**src/verilog/pec_pkg.sv**
```systemverilog
// Shared constants for the performance event counters and their firmware end.
// Assumes both ends run on one 50 MHz clock with a synchronous reset.
package pec_pkg;

	// ************************************************************
	// Counter widths and limits
	// ************************************************************
	localparam int          CW              = 20;
	localparam logic [19:0] CTR_MAX         = 20'hF_FFFF;
	localparam logic [19:0] CTR0_WR_MAX     = 20'hF_FFF0;
	localparam logic [19:0] CTR1_WR_MAX     = 20'hF_FFFC;
	localparam logic [19:0] CTR_RESET       = 20'h0_0000;
	localparam logic [5:0]  RET_ADD_MAX     = 6'h08;
	localparam int          RET_SLOTS       = 11;
	localparam int          FETCH_SLOTS     = 4;
	localparam int          BCACHE_SHIFT    = 3;
	localparam logic [5:0]  RD_QUIRK0_MAX   = 6'h04;

	// ************************************************************
	// Mode and input select codes
	// ************************************************************
	localparam logic       MODE_AGGREGATE  = 1'b0;
	localparam logic       MODE_SAMPLING   = 1'b1;
	localparam logic [1:0] SEL_RET_CYC     = 2'h0;
	localparam logic [1:0] SEL_CYC_NONE    = 2'h1;
	localparam logic [1:0] SEL_RET_BCACHE  = 2'h2;
	localparam logic [1:0] SEL_CYC_REPLAY  = 2'h3;

	// ************************************************************
	// Internal register selects and field positions
	// ************************************************************
	localparam logic [2:0] IPR_CTR0        = 3'h0;
	localparam logic [2:0] IPR_CTR1        = 3'h1;
	localparam logic [2:0] IPR_CTL         = 3'h2;
	localparam logic [2:0] IPR_ICTL        = 3'h3;
	localparam logic [2:0] IPR_PROCESS_CONTEXT        = 3'h4;
	localparam logic [2:0] IPR_IER         = 3'h5;
	localparam logic [2:0] IPR_HWCLR       = 3'h6;
	localparam int         CTL_MODE_BIT    = 4;
	localparam int         CTL_SEL_LSB     = 2;
	localparam int         ICTL_SYS_BIT    = 0;
	localparam int         ICTL_EN0_BIT    = 1;
	localparam int         ICTL_EN1_BIT    = 2;
	localparam int         PROCESS_CONTEXT_PROC_BIT   = 0;

	// ************************************************************
	// Firmware end APB register offsets
	// ************************************************************
	localparam logic [7:0] OFF_CTR0        = 8'h00;
	localparam logic [7:0] OFF_CTR1        = 8'h04;
	localparam logic [7:0] OFF_CTL         = 8'h08;
	localparam logic [7:0] OFF_ICTL        = 8'h0C;
	localparam logic [7:0] OFF_PROCESS_CONTEXT        = 8'h10;
	localparam logic [7:0] OFF_IER         = 8'h14;
	localparam logic [7:0] OFF_HWCLR       = 8'h18;
	localparam logic [7:0] OFF_PRIV        = 8'h1C;
	localparam logic [7:0] OFF_CMD         = 8'h20;
	localparam logic [7:0] OFF_STATUS      = 8'h24;
	localparam int         CMD_INIT_BIT    = 0;
	localparam int         CMD_COLLECT_BIT = 1;
	localparam logic       PRIV_RESET      = 1'b1;

endpackage : pec_pkg

```
**src/verilog/pec_if.sv**
```systemverilog
// Link between the counter block and the privileged firmware end.
// Assumes both parties share one clock; no clocking block is used.
`timescale 1ns/1ns
interface pec_if;
	logic        ipr_wr;
	logic [2:0]  ipr_sel;
	logic [19:0] ipr_wdata;
	logic        priv_mode;
	logic [19:0] ctr0_rdata;
	logic [19:0] ctr1_rdata;
	logic [1:0]  summary;
	logic        irq;

	modport device (
		input  ipr_wr, ipr_sel, ipr_wdata, priv_mode,
		output ctr0_rdata, ctr1_rdata, summary, irq
	);
	modport firmware (
		output ipr_wr, ipr_sel, ipr_wdata, priv_mode,
		input  ctr0_rdata, ctr1_rdata, summary, irq
	);
endinterface : pec_if

```
**src/verilog/pec_counters.sv**
```systemverilog
// Two 20-bit performance event counters with overflow interrupt logic.
// Assumes event inputs come from logic on clock_i and the firmware end drives the link.
//
// The APB register port and the register offsets were left to the implementer.
`timescale 1ns/1ns

// Overview of operation
// - Two independent writable readable 20-bit counters.
// - Mode field zero selects aggregate counting.
// - Mode field one selects instruction sampling.
// - Input select field picks aggregate events.
// - Count needs own enable plus system/process.
// - Cycle counting adds one each cycle.
// - Retires capped at eight, excess carried.
// - Squashed instructions never count as retires.
// - Enabled overflow sets interrupt summary bit.
// - Aggregate counters keep counting past overflow.
// - Counters readable at any time.
// - Firmware writes counter zero up to 2**20-16.
// - Firmware writes counter one up to 2**20-4.
// - Firmware clears counters twice at initialization.
// - Write at threshold interrupts on leaving privilege.
// - Interrupts held off in privileged mode.
// - Firmware avoids disabled counters near overflow.
// - Disabled reads may show small extra increment.
// - Cache miss count shifted three cycles late.
// - Sampling counts squashed no-ops as fetched.
// - Conditional move counts as two fetches.
// - Firmware clears counter one before collection.
module pec_counters (
	// Clock and reset.
	input  wire logic        clock_i,
	input  wire logic        srst_i,
	// Firmware link.
	pec_if.device            link,
	// Processor events.
	input  wire logic [10:0] retire_valid_i,
	input  wire logic [10:0] retire_squash_i,
	input  wire logic [3:0]  fetch_valid_i,
	input  wire logic [3:0]  fetch_conditional_move_i,
	input  wire logic        bcache_miss_i,
	input  wire logic        replay_trap_i
);

	// ************************************************************
	// Control state
	// ************************************************************
	logic [19:0] ctr0_reg;
	logic [19:0] ctr1_reg;
	logic        mode_select_field_reg;
	logic [1:0]  input_select_field_reg;
	logic        system_count_enable_reg;
	logic        counter_zero_enable_reg;
	logic        counter_one_enable_reg;
	logic        process_count_enable_reg;
	logic [1:0]  counter_irq_enable_reg;
	logic [1:0]  ovf_latch_reg;
	logic [1:0]  summary_reg;
	logic        irq_reg;
	logic        priv_prev_reg;
	logic [5:0]  ret_backlog_reg;
	logic [3:0]  conditional_move_pend_reg;
	logic [2:0]  bcache_dly_reg;
	logic [19:0] rd0_reg;
	logic [19:0] rd1_reg;

	// ************************************************************
	// Event counting
	// ************************************************************
	logic [3:0]  ret_now;
	logic [3:0]  fetch_now;
	logic [3:0]  conditional_move_now;
	logic [5:0]  ret_total;
	logic [5:0]  ret_add;
	logic        en0;
	logic        en1;
	logic [5:0]  inc0;
	logic [5:0]  inc1;
	logic [20:0] sum0;
	logic [20:0] sum1;
	logic        wr0;
	logic        wr1;
	logic [1:0]  ovf;
	logic        leave_priv;

	always_comb begin
		ret_now   = 4'h0;
		fetch_now = 4'h0;
		conditional_move_now  = 4'h0;
		for (int i = 0; i < pec_pkg::RET_SLOTS; i++) begin
			ret_now = ret_now + {3'h0, retire_valid_i[i] & ~retire_squash_i[i]};
		end
		for (int i = 0; i < pec_pkg::FETCH_SLOTS; i++) begin
			fetch_now = fetch_now + {3'h0, fetch_valid_i[i]};
			conditional_move_now  = conditional_move_now + {3'h0, fetch_valid_i[i] & fetch_conditional_move_i[i]};
		end
	end

	assign ret_total = ret_backlog_reg + {2'h0, ret_now};
	assign ret_add   = (ret_total > pec_pkg::RET_ADD_MAX) ? pec_pkg::RET_ADD_MAX : ret_total;
	assign en0 = counter_zero_enable_reg & (system_count_enable_reg | process_count_enable_reg);
	assign en1 = counter_one_enable_reg & (system_count_enable_reg | process_count_enable_reg);

	always_comb begin
		if (mode_select_field_reg == pec_pkg::MODE_SAMPLING) begin
			inc0 = {2'h0, fetch_now} + {2'h0, conditional_move_pend_reg};
			inc1 = 6'h01;
		end else begin
			case (input_select_field_reg)
				pec_pkg::SEL_RET_CYC: begin
					inc0 = ret_add;
					inc1 = 6'h01;
				end
				pec_pkg::SEL_CYC_NONE: begin
					inc0 = 6'h01;
					inc1 = 6'h00;
				end
				pec_pkg::SEL_RET_BCACHE: begin
					inc0 = ret_add;
					inc1 = {5'h00, bcache_dly_reg[pec_pkg::BCACHE_SHIFT-1]};
				end
				default: begin
					inc0 = 6'h01;
					inc1 = {5'h00, replay_trap_i};
				end
			endcase
		end
	end

	assign sum0 = {1'b0, ctr0_reg} + {15'h0000, inc0};
	assign sum1 = {1'b0, ctr1_reg} + {15'h0000, inc1};
	assign ovf  = {en1 & sum1[20], en0 & sum0[20]};
	assign wr0  = link.ipr_wr && (link.ipr_sel == pec_pkg::IPR_CTR0);
	assign wr1  = link.ipr_wr && (link.ipr_sel == pec_pkg::IPR_CTR1);
	assign leave_priv = priv_prev_reg & ~link.priv_mode;

	always_ff @(posedge clock_i) begin
		if (srst_i) begin
			ret_backlog_reg <= 6'h00;
			conditional_move_pend_reg   <= 4'h0;
			bcache_dly_reg  <= 3'h0;
		end else begin
			ret_backlog_reg <= en0 ? (ret_total - ret_add) : 6'h00;
			conditional_move_pend_reg   <= conditional_move_now;
			bcache_dly_reg  <= {bcache_dly_reg[1:0], bcache_miss_i};
		end
	end

	// ************************************************************
	// Counters
	// ************************************************************
	always_ff @(posedge clock_i) begin
		if (srst_i) begin
			ctr0_reg <= pec_pkg::CTR_RESET;
		end else if (wr0) begin
			ctr0_reg <= link.ipr_wdata;
		end else if (en0) begin
			ctr0_reg <= sum0[19:0];
		end
	end

	always_ff @(posedge clock_i) begin
		if (srst_i) begin
			ctr1_reg <= pec_pkg::CTR_RESET;
		end else if (wr1) begin
			ctr1_reg <= link.ipr_wdata;
		end else if (en1) begin
			ctr1_reg <= sum1[19:0];
		end
	end

	// ************************************************************
	// Control registers
	// ************************************************************
	always_ff @(posedge clock_i) begin
		if (srst_i) begin
			mode_select_field_reg    <= pec_pkg::MODE_AGGREGATE;
			input_select_field_reg   <= pec_pkg::SEL_RET_CYC;
			system_count_enable_reg  <= 1'b0;
			counter_zero_enable_reg  <= 1'b0;
			counter_one_enable_reg   <= 1'b0;
			process_count_enable_reg <= 1'b0;
			counter_irq_enable_reg   <= 2'h0;
		end else if (link.ipr_wr) begin
			case (link.ipr_sel)
				pec_pkg::IPR_CTL: begin
					mode_select_field_reg  <= link.ipr_wdata[pec_pkg::CTL_MODE_BIT];
					input_select_field_reg <= link.ipr_wdata[pec_pkg::CTL_SEL_LSB +: 2];
				end
				pec_pkg::IPR_ICTL: begin
					system_count_enable_reg <= link.ipr_wdata[pec_pkg::ICTL_SYS_BIT];
					counter_zero_enable_reg <= link.ipr_wdata[pec_pkg::ICTL_EN0_BIT];
					counter_one_enable_reg  <= link.ipr_wdata[pec_pkg::ICTL_EN1_BIT];
				end
				pec_pkg::IPR_PROCESS_CONTEXT: begin
					process_count_enable_reg <= link.ipr_wdata[pec_pkg::PROCESS_CONTEXT_PROC_BIT];
				end
				pec_pkg::IPR_IER: begin
					counter_irq_enable_reg <= link.ipr_wdata[1:0];
				end
				default: begin
				end
			endcase
		end
	end

	// ************************************************************
	// Overflow latch, summary and interrupt
	// ************************************************************
	logic [1:0] hwclr;
	logic [1:0] latch_set;
	logic [1:0] sum_set;

	assign hwclr     = (link.ipr_wr && link.ipr_sel == pec_pkg::IPR_HWCLR) ? link.ipr_wdata[1:0] : 2'h0;
	assign latch_set = {wr1 & (ctr1_reg == pec_pkg::CTR_MAX), wr0 & (ctr0_reg == pec_pkg::CTR_MAX)};
	assign sum_set   = counter_irq_enable_reg & (ovf | ({2{leave_priv}} & ovf_latch_reg));

	always_ff @(posedge clock_i) begin
		if (srst_i) begin
			ovf_latch_reg <= 2'h0;
			priv_prev_reg <= pec_pkg::PRIV_RESET;
		end else begin
			priv_prev_reg <= link.priv_mode;
			for (int i = 0; i < 2; i++) begin
				if ((i == 0) ? wr0 : wr1) begin
					ovf_latch_reg[i] <= latch_set[i];
				end else if (hwclr[i] || leave_priv) begin
					ovf_latch_reg[i] <= 1'b0;
				end
			end
		end
	end

	always_ff @(posedge clock_i) begin
		if (srst_i) begin
			summary_reg <= 2'h0;
			irq_reg     <= 1'b0;
		end else begin
			summary_reg <= sum_set | (summary_reg & ~hwclr);
			irq_reg     <= (|summary_reg) & ~link.priv_mode;
		end
	end

	// ************************************************************
	// Read back
	// ************************************************************
	always_ff @(posedge clock_i) begin
		if (srst_i) begin
			rd0_reg <= pec_pkg::CTR_RESET;
			rd1_reg <= pec_pkg::CTR_RESET;
		end else begin
			rd0_reg <= en0 ? ctr0_reg : ctr0_reg + {14'h0000, (inc0 > pec_pkg::RD_QUIRK0_MAX) ?
				pec_pkg::RD_QUIRK0_MAX : inc0};
			rd1_reg <= en1 ? ctr1_reg : ctr1_reg + {14'h0000, inc1};
		end
	end

	assign link.ctr0_rdata = rd0_reg;
	assign link.ctr1_rdata = rd1_reg;
	assign link.summary    = summary_reg;
	assign link.irq        = irq_reg;

endmodule : pec_counters

```
**src/flat_wrapper.sv**
```systemverilog
// flat-port wrapper written by rule: the top's interface ports become plain ports
module pec_counters_flat 
  (clock_i, srst_i, retire_valid_i, retire_squash_i, fetch_valid_i, fetch_conditional_move_i, bcache_miss_i, replay_trap_i, link_ipr_wr, link_ipr_sel, link_ipr_wdata, link_priv_mode, link_ctr0_rdata, link_ctr1_rdata, link_summary, link_irq);
  pec_if link_i ();
  input  wire logic clock_i;
  input  wire logic srst_i;
  input  wire logic [10:0] retire_valid_i;
  input  wire logic [10:0] retire_squash_i;
  input  wire logic [3:0] fetch_valid_i;
  input  wire logic [3:0] fetch_conditional_move_i;
  input  wire logic bcache_miss_i;
  input  wire logic replay_trap_i;
  input wire logic [$bits(link_i.ipr_wr)-1:0] link_ipr_wr;
  input wire logic [$bits(link_i.ipr_sel)-1:0] link_ipr_sel;
  input wire logic [$bits(link_i.ipr_wdata)-1:0] link_ipr_wdata;
  input wire logic [$bits(link_i.priv_mode)-1:0] link_priv_mode;
  output wire logic [$bits(link_i.ctr0_rdata)-1:0] link_ctr0_rdata;
  output wire logic [$bits(link_i.ctr1_rdata)-1:0] link_ctr1_rdata;
  output wire logic [$bits(link_i.summary)-1:0] link_summary;
  output wire logic [$bits(link_i.irq)-1:0] link_irq;
  assign link_i.ipr_wr = link_ipr_wr;
  assign link_i.ipr_sel = link_ipr_sel;
  assign link_i.ipr_wdata = link_ipr_wdata;
  assign link_i.priv_mode = link_priv_mode;
  assign link_ctr0_rdata = link_i.ctr0_rdata;
  assign link_ctr1_rdata = link_i.ctr1_rdata;
  assign link_summary = link_i.summary;
  assign link_irq = link_i.irq;
  pec_counters u_core (.clock_i(clock_i), .srst_i(srst_i), .link(link_i), .retire_valid_i(retire_valid_i), .retire_squash_i(retire_squash_i), .fetch_valid_i(fetch_valid_i), .fetch_conditional_move_i(fetch_conditional_move_i), .bcache_miss_i(bcache_miss_i), .replay_trap_i(replay_trap_i));
endmodule
```
**config.mk**
```make
export PLATFORM = sky130hd
export DESIGN_NAME = pec_counters_flat
export DESIGN_NICKNAME = d
export VERILOG_FILES = /design/src/verilog/pec_pkg.sv /design/src/verilog/pec_if.sv /design/src/verilog/pec_counters.sv /design/src/flat_wrapper.sv
export SDC_FILE = /design/constraint.sdc
export NUM_CORES = 1
export LEC_CHECK = 0
export BUFFER_PORTS_ARGS = -buffer_cell sky130_fd_sc_hd__buf_4
export CAP_MARGIN = 20
export CORE_UTILIZATION = 35
export CTS_BUF_LIST = sky130_fd_sc_hd__clkbuf_8
export CTS_CLUSTER_DIAMETER = 150
export CTS_CLUSTER_SIZE = 20
export DETAILED_ROUTE_END_ITERATION = 12
export GPL_ROUTABILITY_DRIVEN = 0
export MAX_ROUTING_LAYER = met4
export PLACE_DENSITY = 0.62
export SETUP_SLACK_MARGIN = 0.2
export SYNTH_ARGS = -nofsm -noshare
export SYNTH_HDL_FRONTEND = slang
export SYNTH_SLANG_ARGS = --single-unit
```
**constraint.sdc**
```tcl
create_clock -name clock_i -period 14 [get_ports clock_i]
set_input_delay 2.1 -clock clock_i [delete_from_list [all_inputs] [get_ports clock_i]]
set_output_delay 2.1 -clock clock_i [all_outputs]
set_load 0.02 [all_outputs]
```
# After elaboration in Yosys (flattened, before gate mapping)
# Index checks and enable logic that the tools add are counted.
[totals]
regBits = 108
inputBits = 59
out_inout_bits = 43
wordCells = 132
[op_classes]
n_addsub = 23
order_cmp = 2
eq_ne = 10
mux = 17
n_bitwise = 43
reduce_logical = 18
[op_table]
columns = ["op", "count"]
rows = [
  ["two-way mux 20 bit", 6],
  ["adder 4 x 1 -> 4 bit", 13],
  ["adder 20 x 6 -> 21 bit", 2],
  ["adder 20 x 6 -> 20 bit", 2],
  ["== test 20 bit, second input constant", 2],
  ["two-way mux 6 bit", 5],
  ["bitwise AND 1 bit", 23],
  ["NOT 1 bit", 13],
  ["== test 3 bit, second input constant", 3],
  ["AND reduction 2 bit", 4],
  ["nonzero test 2 bit", 4],
  ["adder 1 x 1 -> 2 bit", 3],
  ["adder 6 x 4 -> 6 bit", 1],
  ["bitwise AND 2 bit", 3],
  ["== test 3 x 2 -> 1 bit, second input constant", 2],
  ["greater-than comparator 6 x 3 -> 1 bit, second input constant", 1],
  ["greater-than comparator 6 x 4 -> 1 bit, second input constant", 1],
  ["OR reduction 2 bit", 3],
  ["subtractor 6 bit", 1],
  ["adder 4 x 4 -> 5 bit", 1],
  ["two-way mux 1 bit", 4],
  ["bitwise OR 2 bit", 2],
  ["== test 3 x 1 -> 1 bit, second input constant", 1],
  ["logical AND 1 bit", 3],
  ["other kinds (9)", 10],
]

# Depth between registers and ports, before layout
[depth]
word_depth = 22
mapped_depth = 28
ltp_nobuf = 28

# Worst setup path before layout
# Ideal clock, no wire load.
[synth_timing]
kind = "in2reg"
start = "input port retire_valid_i[1]"
end = "register u_core.ctr0_reg[6]"
arrival_ns = 8.090
required_ns = 13.914
setup_slack_ns = 5.825
stages = 24
path_buffers = 0
cell_sequence = "nor2b_1 ha_1 inv_1 fa_1 fa_1 fa_1 inv_1 ha_1 fa_1 fa_1 xor2_1 o32ai_1 o21ba_2 nor3_2 a21oi_1 a21oi_1 ha_1 fa_1 a21oi_1 o21bai_1 a211oi_1 nor2_1 xnor2_1 a211oi_1"
[synth_via]
elab_chain_len = 19
[synth_rtl]
columns = ["element", "line", "source"]
rows = [
  ["start: declaration", "flat_wrapper.sv:7", "input wire logic [10:0] retire_valid_i;"],
  ["bitwise AND 1 bit (*)", "pec_counters.sv:91", "ret_now = ret_now + {3'h0, retire_valid_i[i] & ~retire_squash_i[i]};"],
  ["adder 1 x 1 -> 2 bit (*)", "pec_counters.sv:91", ""],
  ["adder 4 x 1 -> 4 bit (*) (9 in a row)", "pec_counters.sv:91", ""],
  ["adder 6 x 4 -> 6 bit (*)", "pec_counters.sv:99", "assign ret_total = ret_backlog_reg + {2'h0, ret_now};"],
  ["greater-than comparator 6 x 4 -> 1 bit", "pec_counters.sv:100", "assign ret_add = (ret_total > pec_pkg::RET_ADD_MAX) ? pec_pkg::RET_ADD_MAX : ret_total;"],
  ["two-way mux 6 bit (*)", "pec_counters.sv:100", ""],
  ["two-way mux 6 bit (*)", "pec_counters.sv:109", "case (input_select_field_reg)"],
  ["two-way mux 6 bit (*)", "pec_counters.sv:105", "if (mode_select_field_reg == pec_pkg::MODE_SAMPLING) begin"],
  ["adder 20 x 6 -> 21 bit (*)", "pec_counters.sv:130", "assign sum0 = {1'b0, ctr0_reg} + {15'h0000, inc0};"],
  ["two-way mux 20 bit (*)", "pec_counters.sv:157", "end else if (en0) begin"],
  ["two-way mux 20 bit (*)", "pec_counters.sv:155", "end else if (wr0) begin"],
  ["end signal: assignment", "pec_counters.sv:154", "ctr0_reg <= pec_pkg::CTR_RESET;"],
  ["end signal: assignment", "pec_counters.sv:156", "ctr0_reg <= link.ipr_wdata;"],
  ["end signal: assignment", "pec_counters.sv:158", "ctr0_reg <= sum0[19:0];"],
  ["end: declaration", "pec_counters.sv:48", "logic [19:0] ctr0_reg;"],
]
# Every way passes the cells marked *; elsewhere a longest branch is shown, timed or not. The select of a mux whose other input is x is not followed.
# A chain may end at the register's enable or synchronous reset.

# Final worst setup path
[layout_timing]
start = "input port retire_valid_i[1]"
end = "register u_core.ctr0_reg[12]"
# Same word-level chain as after synthesis.

==> out/qor.yml <==
fp.coreArea_um2: 16800
ys_seq_area_share_pct: 35.3
grt_max_degree: 63
grt-ovfl-total: 0
critical-path-top-delay-family: "adder cells"
drt_first_pass_iters: 5
initial_core_util_pct: 36.2
ys_seq_elements: 107
ant_nets: 0
syn_avg_cell_area_um2: 8.44
holdWs_ns: 0.450
clk_latency_ns: 0.39
min_delay_path_depth: 1
numCtsBuffers: 9
cts.htree.levels: 3
numClockSinks: 107
finalSetupTns_ns: 0
ios: 102
drc: 0
drt_iter0_markers: 359
maxSlewHeadroom_pct: 34.1
worstSetupPathType: "primary input to flip-flop"
power.leakage_nw: 2.89
cts_tree: "done"
antenna_found_initial: 0
syn_to_final_growth_pct: 18.9
synth_cell_types: 60
critPathMaxStageDelay_ns: 0.84
cts_resized: 0
final.period_utilization_pct: 60.9
final_common_cell: "dfxtp_1"
vias: 5147
mostFrequentLayoutCells: "dfxtp_1, nor2_1, buf_4"
final_layout_size_suffix_gt1_share_pct: 16.2
n_antenna_cell: 0
synthFlopType: "dfxtp_1"
hpwl_mm: 10.5
clkSlewWorstSetupHoldPaths_ns: 0.09
grt_pass1_vias: 4766
p_per_area_nw_per_um2: 94.4
finalSetupViolations: 0
async_flop_share_pct: 0
dieArea_um2: 17900
routed_wl_mm: 14.2
status: "complete, no violations"
port_buffers: 101
synth_edf_count: 0
rsz0062_at_grt: "false"
clock_path_buffers: 2
cts_setup_buffers: 0
wl_per_cell_um: 13.8
cp_max_fo: 7
num_rows: 47
critPathBufInv: 3
ir_drop_uv: 45.2
synth_cells: 719
clock.fmax_ghz: 0.117
hold_class: "flip-flop to flip-flop"
grt_pass1_wl_mm: 23.8
crit_slowest_cell: "a211oi_1"
slew_violations: 0
dieHeight_um: 134
cts_hold_buf: 0
max_cap_viol_count: 0
worst_pin_slew_ns: 0.982
die_x_um: 134
critPathMostFrequentCell: "fa_1"
grt_usage_pct: 17.2
syn-cell-area_um2: 6070
yosys_warnings: 0
nets: 910
crit_required_ns: 14.30
final-hold-violation-count: 0
finClkSkew_ns: 0.00873
finalCriticalPeriod_ns: 8.52
vias_per_cell: 4.99
critPathArrivalTime_ns: 8.82
worstSetupPathDepth: 25
ff2ff_path_depth: 16
cts-root-buf: "clkbuf_8"
endpoint_kind: "flip-flop"
start_kind: "primary input"
[path summary, 6_finish.rpt]
kind	from	to	slack (ns)
max	retire_valid_i[1]	u_core.ctr0_reg[12]	5.48
min	u_core.bcache_dly_reg[1]	u_core.bcache_dly_reg[2]	0.45
max reg2reg	u_core.ret_backlog_reg[0]	u_core.ctr0_reg[12]	9.52
min reg2reg	u_core.bcache_dly_reg[1]	u_core.bcache_dly_reg[2]	0.45
[power by group]
part	total [mW]	switching (mW)	leakage (nW)	internal (mW)
registers	0.326	0.00931	0.869	0.316
logic	0.154	0.0818	1.91	0.0718
clock network	0.202	0.105	0.108	0.0974
[metal layers]
layer	GRT usage (%)	routed length, µm	share of wire (%)
met5	-	0	0
met4	5.30	185	1.3
met3	3.23	592	4.2
met2	25.6	6370	45
met1	23.5	7050	50
[cell usage after synthesis, types with 8 or more instances]
cell | n | area [µm²]
nand3_1 | 26 | 130
o21ai_0 | 32 | 160
ha_1 | 31 | 388
nand2_1 | 57 | 214
nand4_1 | 8 | 50.1
nor2_1 | 104 | 390
and3_1 | 9 | 56.3
xnor2_1 | 42 | 368
dfxtp_1 | 107 | 2140
a211oi_1 | 29 | 218
inv_1 | 30 | 113
or3_1 | 17 | 106
xor2_1 | 17 | 149
a21oi_1 | 33 | 165
nand3b_1 | 9 | 67.6
clkbuf_1 | 23 | 86.3
a311oi_1 | 11 | 96.3
fa_1 | 12 | 240
nand2b_1 | 9 | 56.3
nor3_1 | 8 | 40.0
nor2b_1 | 18 | 113
mux2i_1 | 12 | 120
[kinds of logic (layout without fill, tap and decap cells)]
family | count (synthesis) | count (layout) | share of synthesized area [%]
AOI/OAI and AO/OA | 141 | 141 | 15.9
xor gates and xnor gates | 59 | 59 | 8.52
adders and majority gates | 43 | 43 | 10.4
buffers and inverters | 59 | 147 | 3.75
DFF | 107 | 107 | 35.3
muxes | 13 | 13 | 2.17
other | 2 | 6 | 0.124
and+or+nand+nor | 295 | 295 | 23.9
[area by class of cell]
cell class | instances | area, µm²
clock buffer | 9 | 124
clock inverter | 5 | 72.6
fill | 1695 | 9550
inverter | 30 | 113
multi-input combinational | 557 | 3710
sequential | 107 | 2140
tap | 220 | 275
timing repair buffer | 103 | 773
[through the flow]
| step | area [µm²] | std cells | power [mW] | utilization [%] | setup WS (ns) |
|---|---|---|---|---|---|
| detailed placement | 7020 | 1017 | 0.487 | 41.9 | 5.05 |
| global placement | 7020 | 1017 | 0.485 | 41.9 | 5.16 |
| floorplan | 6080 | 723 | 0.439 | - | 5.82 |
| finish | 7210 | 1031 | 0.681 | 43.0 | 5.48 |
| CTS | 7210 | 1031 | 0.690 | 43.0 | 5.47 |
| global route | 7210 | 1031 | 0.723 | 43.0 | 4.95 |
No activity file was read; power rests on OpenSTA's default activity.
